<file path="src/verilog/cec_pkg.sv">
// cec_pkg: constants of the CAN error-confinement and status block
// assumes a 32-bit classic Wishbone register bus, byte addresses
package cec_pkg;

  // register byte offsets
  localparam logic [7:0] ERR_CNT_OFS  = 8'h00;
  localparam logic [7:0] STATUS_OFS   = 8'h04;
  localparam logic [7:0] IRQ_FLAG_OFS = 8'h08;
  localparam logic [7:0] MODE_OFS     = 8'h0C;

  // error counter register fields
  localparam int TEC_LSB = 8;
  localparam int REC_LSB = 0;

  // status register bits
  localparam int ST_WARN_BIT  = 0;
  localparam int ST_PASS_BIT  = 1;
  localparam int ST_BOFF_BIT  = 2;
  localparam int ST_STOVF_BIT = 3;
  localparam int ST_CFG_BIT   = 7;

  // global interrupt flag bits
  localparam int IF_WARN_BIT  = 0;
  localparam int IF_PASS_BIT  = 1;
  localparam int IF_BOFF_BIT  = 2;
  localparam int IF_STOVF_BIT = 3;

  // mode control bits
  localparam int MC_CFG_BIT    = 0;
  localparam int MC_TSTERR_BIT = 1;

  // reset values
  localparam logic [1:0] MODE_RST     = 2'h0;
  localparam logic [3:0] IRQ_FLAG_RST = 4'h0;
  localparam logic [8:0] TEC_RST      = 9'h000;
  localparam logic [7:0] REC_RST      = 8'h00;

  // fault confinement limits
  localparam logic [8:0] TEC_BUS_OFF    = 9'h100;
  localparam logic [8:0] TEC_PASSIVE    = 9'h080;
  localparam logic [8:0] TEC_WARN       = 9'h060;
  localparam logic [7:0] REC_PASSIVE    = 8'h80;
  localparam logic [7:0] REC_WARN       = 8'h60;
  localparam logic [7:0] REC_RX_OK_LOAD = 8'h7F;
  localparam logic [7:0] REC_RECOVER    = 8'h80;
  localparam logic [8:0] TEC_STEP_ERR   = 9'h008;
  localparam logic [7:0] REC_STEP_ERR8  = 8'h08;

  // one-hot confinement states
  typedef enum logic [2:0] {
    CEC_ACTIVE  = 3'b001,
    CEC_PASSIVE = 3'b010,
    CEC_BUS_OFF = 3'b100
  } cec_state_t;

endpackage : cec_pkg

</file>
<file path="src/verilog/cec_error_confinement.sv">
// cec_error_confinement: error counters, confinement state, status and flags of a CAN controller
// assumes a protocol engine giving one-cycle event pulses and a classic Wishbone master
// Behaviour
// - stamp-overflow status sets on any timer overflow and stays until cleared
// - stamp-overflow status is read-only; cleared only by clearing its interrupt flag
// - transmit count reaching 256 enters bus-off and sets bus-off status
// - in bus-off neither transmission nor reception is allowed
// - after recovery the block returns to bus-on by itself, clearing bus-off status
// - error-passive status bit 1 reads 1 only in error-passive mode
// - warning status reads 1 when either count exceeds 96
// - error counter register: transmit count bits 15-8, receive count bits 7-0
// - counter writes accepted only when the test error mode bit is 1
// - permitted write loads the low data byte into both counts
// - counts move up and down per the CAN 2.0B fault confinement rules
// - receive count stops incrementing beyond the passive limit of 128
// - receive count of 128 or more with a good reception becomes 127
// - in bus-off each 11 recessive bits increment the receive count
// - recovery count reaching 128 returns to active and clears both counts
// - bus-off recovery leaves the configuration registers unchanged
// - entering configuration mode clears both counts
// - error counter bits 31-16 read zero; software writes zero
// - interrupt flags clear on writing 1; writing 0 does nothing
// - configuration-mode status reads 1 while in configuration mode
//
// Decided for this implementation: the Wishbone interface to the registers and the register offsets.
`timescale 1ns/1ps
module cec_error_confinement (
  input  wire logic        clk_i,
  input  wire logic        rst_i,
  // wishbone slave
  input  wire logic        cyc_i,
  input  wire logic        stb_i,
  input  wire logic        we_i,
  input  wire logic [7:0]  adr_i,
  input  wire logic [3:0]  sel_i,
  input  wire logic [31:0] dat_i,
  output logic      [31:0] dat_o,
  output logic             ack_o,
  // protocol engine events, one-cycle pulses
  input  wire logic        tx_error_i,
  input  wire logic        tx_ok_i,
  input  wire logic        rx_error_i,
  input  wire logic        rx_error8_i,
  input  wire logic        rx_ok_i,
  input  wire logic        recessive11_i,
  input  wire logic        stamp_overflow_i,
  // status towards the protocol engine
  output logic             bus_on_o,
  output logic             error_passive_o,
  output logic             config_mode_o
);

  logic [8:0]  tec_reg;
  logic [8:0]  tec_next;
  logic [7:0]  rec_reg;
  logic [7:0]  rec_next;
  logic [1:0]  mode_reg;
  logic        cfg_prev_reg;
  logic [3:0]  irq_flag_reg;
  logic        stamp_overflow_status_reg;
  logic        ack_reg;
  logic [31:0] dat_reg;
  logic [31:0] rd_data;
  cec_pkg::cec_state_t state_reg;
  cec_pkg::cec_state_t state_next;

  logic req;
  logic wr;
  logic cfg_enter;
  logic cnt_write;
  logic flag_write;
  logic recover;
  logic warning_status;
  logic stamp_clear;

  // bus handshake: one wait state, ack for one cycle, write acts at the ack edge
  assign req        = cyc_i & stb_i & ~ack_reg;
  assign wr         = cyc_i & stb_i & we_i & ack_reg;
  assign cnt_write  = wr & sel_i[0] & (adr_i == cec_pkg::ERR_CNT_OFS)
                      & mode_reg[cec_pkg::MC_TSTERR_BIT];
  assign flag_write = wr & sel_i[0] & (adr_i == cec_pkg::IRQ_FLAG_OFS);
  assign stamp_clear = flag_write & dat_i[cec_pkg::IF_STOVF_BIT];
  assign cfg_enter  = mode_reg[cec_pkg::MC_CFG_BIT] & ~cfg_prev_reg;
  assign recover    = (state_reg == cec_pkg::CEC_BUS_OFF) & recessive11_i
                      & (rec_reg == (cec_pkg::REC_RECOVER - 8'h01));

  always_ff @(posedge clk_i) begin
    if (rst_i) begin
      ack_reg <= 1'b0;
    end else begin
      ack_reg <= req;
    end
  end
  assign ack_o = ack_reg;

  // counter next values
  always_comb begin
    tec_next = tec_reg;
    rec_next = rec_reg;
    if (cfg_enter) begin
      tec_next = cec_pkg::TEC_RST;
      rec_next = cec_pkg::REC_RST;
    end else if (cnt_write) begin
      tec_next = {1'b0, dat_i[7:0]};
      rec_next = dat_i[7:0];
    end else if (state_reg == cec_pkg::CEC_BUS_OFF) begin
      if (recover) begin
        tec_next = cec_pkg::TEC_RST;
        rec_next = cec_pkg::REC_RST;
      end else if (recessive11_i) begin
        rec_next = rec_reg + 8'h01;
      end
    end else if (!mode_reg[cec_pkg::MC_CFG_BIT]) begin
      if (tx_error_i) begin
        if (tec_reg >= (cec_pkg::TEC_BUS_OFF - cec_pkg::TEC_STEP_ERR)) begin
          tec_next = cec_pkg::TEC_BUS_OFF;
        end else begin
          tec_next = tec_reg + cec_pkg::TEC_STEP_ERR;
        end
      end else if (tx_ok_i && tec_reg != 9'h000) begin
        tec_next = tec_reg - 9'h001;
      end
      if (rx_error8_i && rec_reg < cec_pkg::REC_PASSIVE) begin
        rec_next = rec_reg + cec_pkg::REC_STEP_ERR8;
      end else if (rx_error_i && rec_reg < cec_pkg::REC_PASSIVE) begin
        rec_next = rec_reg + 8'h01;
      end else if (rx_ok_i) begin
        if (rec_reg >= cec_pkg::REC_PASSIVE) begin
          rec_next = cec_pkg::REC_RX_OK_LOAD;
        end else if (rec_reg != 8'h00) begin
          rec_next = rec_reg - 8'h01;
        end
      end
    end
  end

  always_ff @(posedge clk_i) begin
    if (rst_i) begin
      tec_reg <= cec_pkg::TEC_RST;
      rec_reg <= cec_pkg::REC_RST;
    end else begin
      tec_reg <= tec_next;
      // bus-off entry restarts the receive count as the recovery counter
      if (state_reg != cec_pkg::CEC_BUS_OFF && tec_next >= cec_pkg::TEC_BUS_OFF) begin
        rec_reg <= cec_pkg::REC_RST;
      end else begin
        rec_reg <= rec_next;
      end
    end
  end

  // confinement state
  always_comb begin
    case (state_reg)
      cec_pkg::CEC_BUS_OFF: begin
        if (recover || cfg_enter) begin
          state_next = cec_pkg::CEC_ACTIVE;
        end else begin
          state_next = cec_pkg::CEC_BUS_OFF;
        end
      end
      cec_pkg::CEC_ACTIVE, cec_pkg::CEC_PASSIVE: begin
        if (tec_next >= cec_pkg::TEC_BUS_OFF) begin
          state_next = cec_pkg::CEC_BUS_OFF;
        end else if (tec_next >= cec_pkg::TEC_PASSIVE || rec_next >= cec_pkg::REC_PASSIVE) begin
          state_next = cec_pkg::CEC_PASSIVE;
        end else begin
          state_next = cec_pkg::CEC_ACTIVE;
        end
      end
      default: begin
        state_next = cec_pkg::CEC_ACTIVE;
      end
    endcase
  end

  always_ff @(posedge clk_i) begin
    if (rst_i) begin
      state_reg <= cec_pkg::CEC_ACTIVE;
    end else begin
      state_reg <= state_next;
    end
  end

  assign warning_status = (tec_reg > cec_pkg::TEC_WARN) | (rec_reg > cec_pkg::REC_WARN);

  // mode control: only software changes it, recovery never touches it
  always_ff @(posedge clk_i) begin
    if (rst_i) begin
      mode_reg     <= cec_pkg::MODE_RST;
      cfg_prev_reg <= 1'b0;
    end else begin
      cfg_prev_reg <= mode_reg[cec_pkg::MC_CFG_BIT];
      if (wr && sel_i[0] && adr_i == cec_pkg::MODE_OFS) begin
        mode_reg <= dat_i[1:0];
      end
    end
  end

  // global interrupt flags: set wins over a clear in the same cycle
  always_ff @(posedge clk_i) begin
    if (rst_i) begin
      irq_flag_reg <= cec_pkg::IRQ_FLAG_RST;
    end else begin
      irq_flag_reg <= (irq_flag_reg & ~(flag_write ? dat_i[3:0] : 4'h0))
                      | {stamp_overflow_i,
                         state_next == cec_pkg::CEC_BUS_OFF && state_reg != cec_pkg::CEC_BUS_OFF,
                         state_next == cec_pkg::CEC_PASSIVE && state_reg != cec_pkg::CEC_PASSIVE,
                         warning_status};
    end
  end

  // sticky stamp-overflow status, cleared only through its flag
  always_ff @(posedge clk_i) begin
    if (rst_i) begin
      stamp_overflow_status_reg <= 1'b0;
    end else if (stamp_overflow_i) begin
      stamp_overflow_status_reg <= 1'b1;
    end else if (stamp_clear) begin
      stamp_overflow_status_reg <= 1'b0;
    end
  end

  // read mux, unmapped addresses read zero
  always_comb begin
    rd_data = 32'h0000_0000;
    case (adr_i)
      cec_pkg::ERR_CNT_OFS: begin
        rd_data[cec_pkg::TEC_LSB +: 8] = tec_reg[7:0];
        rd_data[cec_pkg::REC_LSB +: 8] = rec_reg;
      end
      cec_pkg::STATUS_OFS: begin
        rd_data[cec_pkg::ST_WARN_BIT]  = warning_status;
        rd_data[cec_pkg::ST_PASS_BIT]  = (state_reg == cec_pkg::CEC_PASSIVE);
        rd_data[cec_pkg::ST_BOFF_BIT]  = (state_reg == cec_pkg::CEC_BUS_OFF);
        rd_data[cec_pkg::ST_STOVF_BIT] = stamp_overflow_status_reg;
        rd_data[cec_pkg::ST_CFG_BIT]   = mode_reg[cec_pkg::MC_CFG_BIT];
      end
      cec_pkg::IRQ_FLAG_OFS: begin
        rd_data[3:0] = irq_flag_reg;
      end
      cec_pkg::MODE_OFS: begin
        rd_data[1:0] = mode_reg;
      end
      default: begin
        rd_data = 32'h0000_0000;
      end
    endcase
  end

  always_ff @(posedge clk_i) begin
    if (rst_i) begin
      dat_reg <= 32'h0000_0000;
    end else if (req) begin
      dat_reg <= rd_data;
    end
  end
  assign dat_o = dat_reg;

  assign bus_on_o        = (state_reg != cec_pkg::CEC_BUS_OFF);
  assign error_passive_o = (state_reg == cec_pkg::CEC_PASSIVE);
  assign config_mode_o   = mode_reg[cec_pkg::MC_CFG_BIT];

endmodule : cec_error_confinement

</file>
<file path="config.mk">
export PLATFORM = sky130hd
export DESIGN_NAME = cec_error_confinement
export DESIGN_NICKNAME = d
export VERILOG_FILES = /design/src/verilog/cec_pkg.sv /design/src/verilog/cec_error_confinement.sv
export SDC_FILE = /design/constraint.sdc
export NUM_CORES = 1
export LEC_CHECK = 0
export ABC_AREA = 1
export ABC_CLOCK_PERIOD_IN_PS = 2200
export BUFFER_PORTS_ARGS = -buffer_cell sky130_fd_sc_hd__buf_2
export CORE_MARGIN = 2
export CORE_UTILIZATION = 37
export DETAILED_ROUTE_END_ITERATION = 6
export PLACE_DENSITY = 0.61
export SLEW_MARGIN = 20
export SYNTH_ARGS = -nofsm -noshare
export SYNTH_HDL_FRONTEND = slang
export SYNTH_SLANG_ARGS = --single-unit
</file>
<file path="constraint.sdc">
create_clock -name clk_i -period 2.2 [get_ports clk_i]
set_clock_uncertainty 0.05 [all_clocks]
set_input_delay 0.33 -clock clk_i [delete_from_list [all_inputs] [get_ports clk_i]]
set_output_delay 0.33 -clock clk_i [all_outputs]
set_load 0.01 [all_outputs]
</file>
---- Word level (Yosys, flattened, before mapping) ----
Cells that the tools add are included.
cells by class
  $add $sub $neg .......................... 5
  magnitude comparators ................... 8
  eq/ne operators ......................... 11
  multiplexer cells ....................... 31
  bitwise logic cells ..................... 18
  reduce and logical (&&, ||, !) cells .... 16
operators with widths
  operator                                                            count
  2-to-1 mux 8 bit                                                    12
  2-to-1 mux 9 bit                                                    8
  greater-or-equal comparator 9 x 8 -> 1 bit (second input constant)  2
  == test 8 x 4 -> 1 bit (second input constant)                      2
  greater-or-equal comparator 8 bit (second input constant)           2
  AND 1 bit                                                           12
  adder 9 x 4 -> 9 bit (second input constant)                        1
  greater-or-equal comparator 9 bit (second input constant)           1
  greater-than comparator 9 x 7 -> 1 bit (second input constant)      1
  2-to-1 mux 3 bit                                                    3
  nonzero test 9 bit                                                  1
  subtractor 9 x 1 -> 9 bit (second input constant)                   1
  adder 8 x 1 -> 8 bit (second input constant)                        1
  adder 8 x 4 -> 8 bit (second input constant)                        1
  == test 8 x 3 -> 1 bit (second input constant)                      1
  == test 8 x 7 -> 1 bit (second input constant)                      1
  greater-than comparator 8 x 7 -> 1 bit (second input constant)      1
  logical AND 1 bit                                                   8
  logical NOT 8 bit                                                   1
  less-than comparator 8 bit (second input constant)                  1
  case mux 2 bit (4 select lines)                                     1
  nonzero test 8 bit                                                  1
  subtractor 8 x 1 -> 8 bit (second input constant)                   1
  == test 3 x 2 -> 1 bit (second input constant)                      2
  18 further kinds                                                    23
word-level totals
  register bits ........................... 45
  output and inout port bits .............. 36

---- Depth between registers and ports, before layout ----
  depth in word-level cells ............... 18
  depth in mapped cells ................... 18
  mapped depth without buffers ............ 18

---- Worst setup path after synthesis ----
Ideal clock, no wire load.
  path kind ............................... reg-to-reg
  start point ............................. register tec_reg[0]
  end point ............................... register irq_flag_reg[1]
  data arrival time ....................... 1.567 ns
  slack ................................... 0.466 ns
  stages on the path, launching flop included .. 19
  period minus slack after synthesis ...... 1.734 ns
  cell sequence ........................... dfxtp_1 inv_1 ha_1 nand2_1 nor2_1 nand2_1 nand2_2 inv_2 nand2_1 nand2_1 nand2_1 nand2_1 nand2_2 nand2_2 nand2_1 inv_1 nand2_1 nand3_1 nand2_1
between the ends
  longest elaborated chain between the ends .. 16
  elaborated cells between the ends (all ways) .. 22
ends and longest elaborated chain
  item                                                                               RTL line                      source
  from (decl)                                                                        cec_error_confinement.sv:53   logic [8:0] tec_reg;
  from (signal assigned)                                                             cec_error_confinement.sv:139  tec_reg <= cec_pkg::TEC_RST;
  from (signal assigned)                                                             cec_error_confinement.sv:142  tec_reg <= tec_next;
  parallel branches: the longest is 5 deep, another holds subtractor 9 x 1 -> 9 bit  n/a
  2-to-1 mux 9 bit (*)                                                               cec_error_confinement.sv:106  end else if (state_reg == cec_pkg::CEC_BUS_OFF) begin
  2-to-1 mux 9 bit (*)                                                               cec_error_confinement.sv:103  end else if (cnt_write) begin
  2-to-1 mux 9 bit (*)                                                               cec_error_confinement.sv:100  if (cfg_enter) begin
  greater-or-equal comparator 9 x 8 -> 1 bit                                         cec_error_confinement.sv:165  end else if (tec_next >= cec_pkg::TEC_PASSIVE || rec_next >= cec_pkg::REC_PASSIVE) begin
  logical OR 1 bit                                                                   cec_error_confinement.sv:165
  2-to-1 mux 2 bit                                                                   cec_error_confinement.sv:165
  2-to-1 mux 3 bit (*)                                                               cec_error_confinement.sv:163  if (tec_next >= cec_pkg::TEC_BUS_OFF) begin
  case mux 3 bit (2 select lines) (*)                                                cec_error_confinement.sv:154  case (state_reg)
  == test 3 x 2 -> 1 bit (*)                                                         cec_error_confinement.sv:208  state_next == cec_pkg::CEC_PASSIVE && state_reg != cec_pkg::CEC_PASSIVE,
  logical AND 1 bit (*)                                                              cec_error_confinement.sv:208
  OR 4 bit (*)                                                                       cec_error_confinement.sv:206  | {stamp_overflow_i,
  to (signal assigned)                                                               cec_error_confinement.sv:203  irq_flag_reg <= cec_pkg::IRQ_FLAG_RST;
  to (signal assigned)                                                               cec_error_confinement.sv:205  irq_flag_reg <= (irq_flag_reg & ~(flag_write ? dat_i[3:0] : 4'h0))
  to (decl)                                                                          cec_error_confinement.sv:59   logic [3:0] irq_flag_reg;
Mark *: on every way between the ends.
A chain may end at the register's enable or synchronous reset.

---- Final worst setup path ----
  start point ............................. register rec_reg[1]
  end point ............................... register state_reg[0]
between the ends
  longest elaborated chain between the ends .. 15
  elaborated cells between the ends (all ways) .. 34
ends and longest elaborated chain
  item                                                                    RTL line                                                    source
  from (decl)                                                             cec_error_confinement.sv:55                                 logic [7:0] rec_reg;
  from (signal assigned)                                                  cec_error_confinement.sv:140                                rec_reg <= cec_pkg::REC_RST;
  from (signal assigned)                                                  cec_error_confinement.sv:145                                rec_reg <= cec_pkg::REC_RST;
  from (signal assigned)                                                  cec_error_confinement.sv:147                                rec_reg <= rec_next;
  subtractor 8 x 1 -> 8 bit / nonzero test 8 bit (equally long branches)  cec_error_confinement.sv:131, cec_error_confinement.sv:130
  2-to-1 mux 8 bit                                                        cec_error_confinement.sv:130                                end else if (rec_reg != 8'h00) begin
  2-to-1 mux 8 bit                                                        cec_error_confinement.sv:128                                if (rec_reg >= cec_pkg::REC_PASSIVE) begin
  2-to-1 mux 8 bit                                                        cec_error_confinement.sv:127                                end else if (rx_ok_i) begin
  2-to-1 mux 8 bit                                                        cec_error_confinement.sv:125                                end else if (rx_error_i && rec_reg < cec_pkg::REC_PASSIVE) begin
  2-to-1 mux 8 bit                                                        cec_error_confinement.sv:123                                if (rx_error8_i && rec_reg < cec_pkg::REC_PASSIVE) begin
  2-to-1 mux 8 bit                                                        cec_error_confinement.sv:113                                end else if (!mode_reg[cec_pkg::MC_CFG_BIT]) begin
  2-to-1 mux 8 bit                                                        cec_error_confinement.sv:106
  2-to-1 mux 8 bit                                                        cec_error_confinement.sv:103
  2-to-1 mux 8 bit                                                        cec_error_confinement.sv:100
  greater-or-equal comparator 8 bit                                       cec_error_confinement.sv:165
  logical OR 1 bit                                                        cec_error_confinement.sv:165
  2-to-1 mux 2 bit                                                        cec_error_confinement.sv:165
  2-to-1 mux 3 bit                                                        cec_error_confinement.sv:163
  case mux 3 bit (2 select lines) (*)                                     cec_error_confinement.sv:154
  to (signal assigned)                                                    cec_error_confinement.sv:179                                state_reg <= cec_pkg::CEC_ACTIVE;
  to (signal assigned)                                                    cec_error_confinement.sv:181                                state_reg <= state_next;
  to (decl)                                                               cec_error_confinement.sv:64                                 cec_pkg::cec_state_t state_reg;
Every way passes the cells marked *; elsewhere a longest branch is shown, timed or not.

==> flow_metrics.tcl <==
set metrics [dict create \
    status "complete, no violations" \
    fp.dieW_um 101 \
    num_io_pins 92 \
    avgRoutedWirePerCell_um 13.9 \
    powerDensity_nw_per_um2 750 \
    syn_inst 566 \
    critical_path_class "reg2reg" \
    vias 3887 \
    port_buffers 48 \
    finalCriticalPeriod_ns 2.02 \
    cts_setup_buffers 0 \
    final_cell_mix "130 x nand2_1, 66 x inv_1, 66 x a21oi_1" \
    critPathRequiredTime_ns 2.31 \
    setup.worst_path.start_class "flip-flop" \
    fp.coreArea_sq_um 9240 \
    netlist_area_sq_um 3510 \
    track_usage 0.206 \
    fin_nets 686 \
    drc_errors 0 \
    area_delta_synth_final_pct 14.3 \
    clock.fmax_ghz 0.495 \
    die_area_sq_um 10300 \
    cts_buffer_depth 2 \
    yosys_warnings 0 \
    peakVddDrop_mv 0.308 \
    grt-ovfl-total 0 \
    place.gp.congestion 0.878 \
    cts_buffers 5 \
    dpl-instance-area_sq_um 3880 \
    finalSetupViolCount 0 \
    synth_seq_area_share 0.257 \
    drt-pass1-iter-count 7 \
    maxSlewViolCount 0 \
    insertion_delay_ns 0.29 \
    cts.sinks 45 \
    finalSetupTns_ns 0 \
    grt_pass1_vias 3601 \
    start_util 0.380 \
    ys_ff_latch 45 \
    rsz0062_at_grt "no" \
    relSlewSlack 0.672 \
    cts_resized 0 \
    clockRootBuffer "clkbuf_8" \
    dp.cells 743 \
    rows 35 \
    cts_hold_buffers 0 \
    drt-total-wl_um 10400 \
    grt_pass1_wl_um 17000 \
    hold_viol 0 \
    die_h_um 101 \
    crit_path_end_kind "flip-flop" \
    drt_iter0_drc 229 \
    leakage_nw 1.93 \
    hold_slack_ns 0.241 \
    viasPerCell 5.18 \
    hold_path_class "in2reg" \
    critPathMaxFanout 5 \
    finalNonFillerCells 750 \
    largest_reg_flops 16 \
    avgSynthCellArea_sq_um 6.21 \
    antenna_left 0 \
    dpl.hpwl_um 8120 \
    htree_levels 2 \
    path_clk_slew_ns 0.08 \
    cts_tree "yes" \
    layout_commonest_cell "nand2_1" \
    yosysUniqueCellTypes 41 \
    cp_data_arrival_time_ns 2.13 \
    antenna_found_initial 0 \
    final_cell_area_sq_um 4010 \
    n_antenna_cell 0 \
    drv_cap 0 \
    worstMarginPinSlew_ns 0.488 \
    period_share 0.918 \
    grt_max_degree 30 \
    drive_above_1_share 0.184 \
]
==> metrics by stage <==
stage / utilization / power (W) / worst slack, ns
after floorplan: - / 0.00206 / 0.466
after global placement: 0.420 / 0.00237 / 0.181
after detailed placement: 0.420 / 0.00238 / 0.166
after CTS: 0.432 / 0.00299 / 0.143
after global routing: 0.434 / 0.00327 / 0.0123
final: 0.434 / 0.00301 / 0.180
==> cell families after synthesis <==
| logic type | after synthesis | synth area share |
|---|---|---|
| and+or+nand+nor | 247 | 0.315 |
| AOI/OAI and AO/OA | 148 | 0.232 |
| buffers and inverters | 110 | 0.149 |
| DFF | 45 | 0.257 |
| adders and majority gates | 9 | 0.0321 |
| xor gates and xnor gates | 6 | 0.0150 |
| other | 1 | 0.00107 |
==> path summary, 6_finish.rpt <==
check	cells after the start	end	startpoint	slack (ns)
setup / recovery	16	state_reg[0]$_SDFF_PP1_	rec_reg[1]$_SDFF_PP0_	0.18
hold / removal	3	stamp_overflow_status_reg$_SDFFE_PP0P_	stamp_overflow_i	0.24
setup reg to reg	16	state_reg[0]$_SDFF_PP1_	rec_reg[1]$_SDFF_PP0_	0.18
hold reg to reg	2	stamp_overflow_status_reg$_SDFFE_PP0P_	stamp_overflow_status_reg$_SDFFE_PP0P_	0.42
==> worst max-delay path, stage by stage, from the launching register on <==
cell,delay (ns)
dfxtp_1,0.43
inv_1,0.15
ha_1,0.20
nand2_1,0.10
nor2_4,0.06
nor2_1,0.18
nand2_1,0.08
nand2_1,0.06
nand2_1,0.05
nand2_1,0.08
nand2_1,0.05
nand2_1,0.05
nand2_1,0.07
nand2_1,0.06
inv_1,0.05
nand3_1,0.08
nand3_1,0.07
==> cells in the mapped netlist, drive strengths merged <==
library cell  number  area [sq um]
nand2            137           529
inv               72           270
a21oi             67           347
nor2              59           244
o21ai             56           284
dfxtp             45           901
nand3             34           218
buf               25           198
clkbuf            11          45.1
ha                 9           113
o211ai             9          67.6
a31oi              5          31.3
nand4              5          31.3
nor3               5          36.3
xor2               5          43.8
a211oi             4          30.0
or2                3          18.8
clkinv             2          10.0
nor4               2          12.5
o221ai             2          17.5
o22ai              2          12.5
a21boi             1          7.51
a41oi              1          8.76
conb               1          3.75
nor3b              1          7.51
o31ai              1          7.51
or3b               1          8.76
xnor2              1          8.76
==> where the power goes <==
part / internal [W] / total (W) / switching [W]
clock network: 0.000330 / 0.000603 / 0.000273
logic: 0.000485 / 0.00134 / 0.000854
registers: 0.000933 / 0.00107 / 0.000136
total: 0.00175 / 0.00301 / 0.00126
==> routing by layer <==
metal	GRT usage	vias to the layer above	wire, um	share of wire
li1	-	1931	-	-
met1	0.268	1795	4710	0.45
met2	0.347	141	4870	0.47
met3	0.0283	20	613	0.059
met4	0.0748	0	256	0.025
met5	0	-	0	0
==> final cells by class <==
cell class,instances,area (sq um)
fill,986,5230
multi-input combinational,426,2170
sequential,45,903
timing repair buffer,69,398
inverter,74,280
tap,129,161
clock buffer,5,68.8
clock inverter,2,35.0
(Power assumes the default switching activity.)
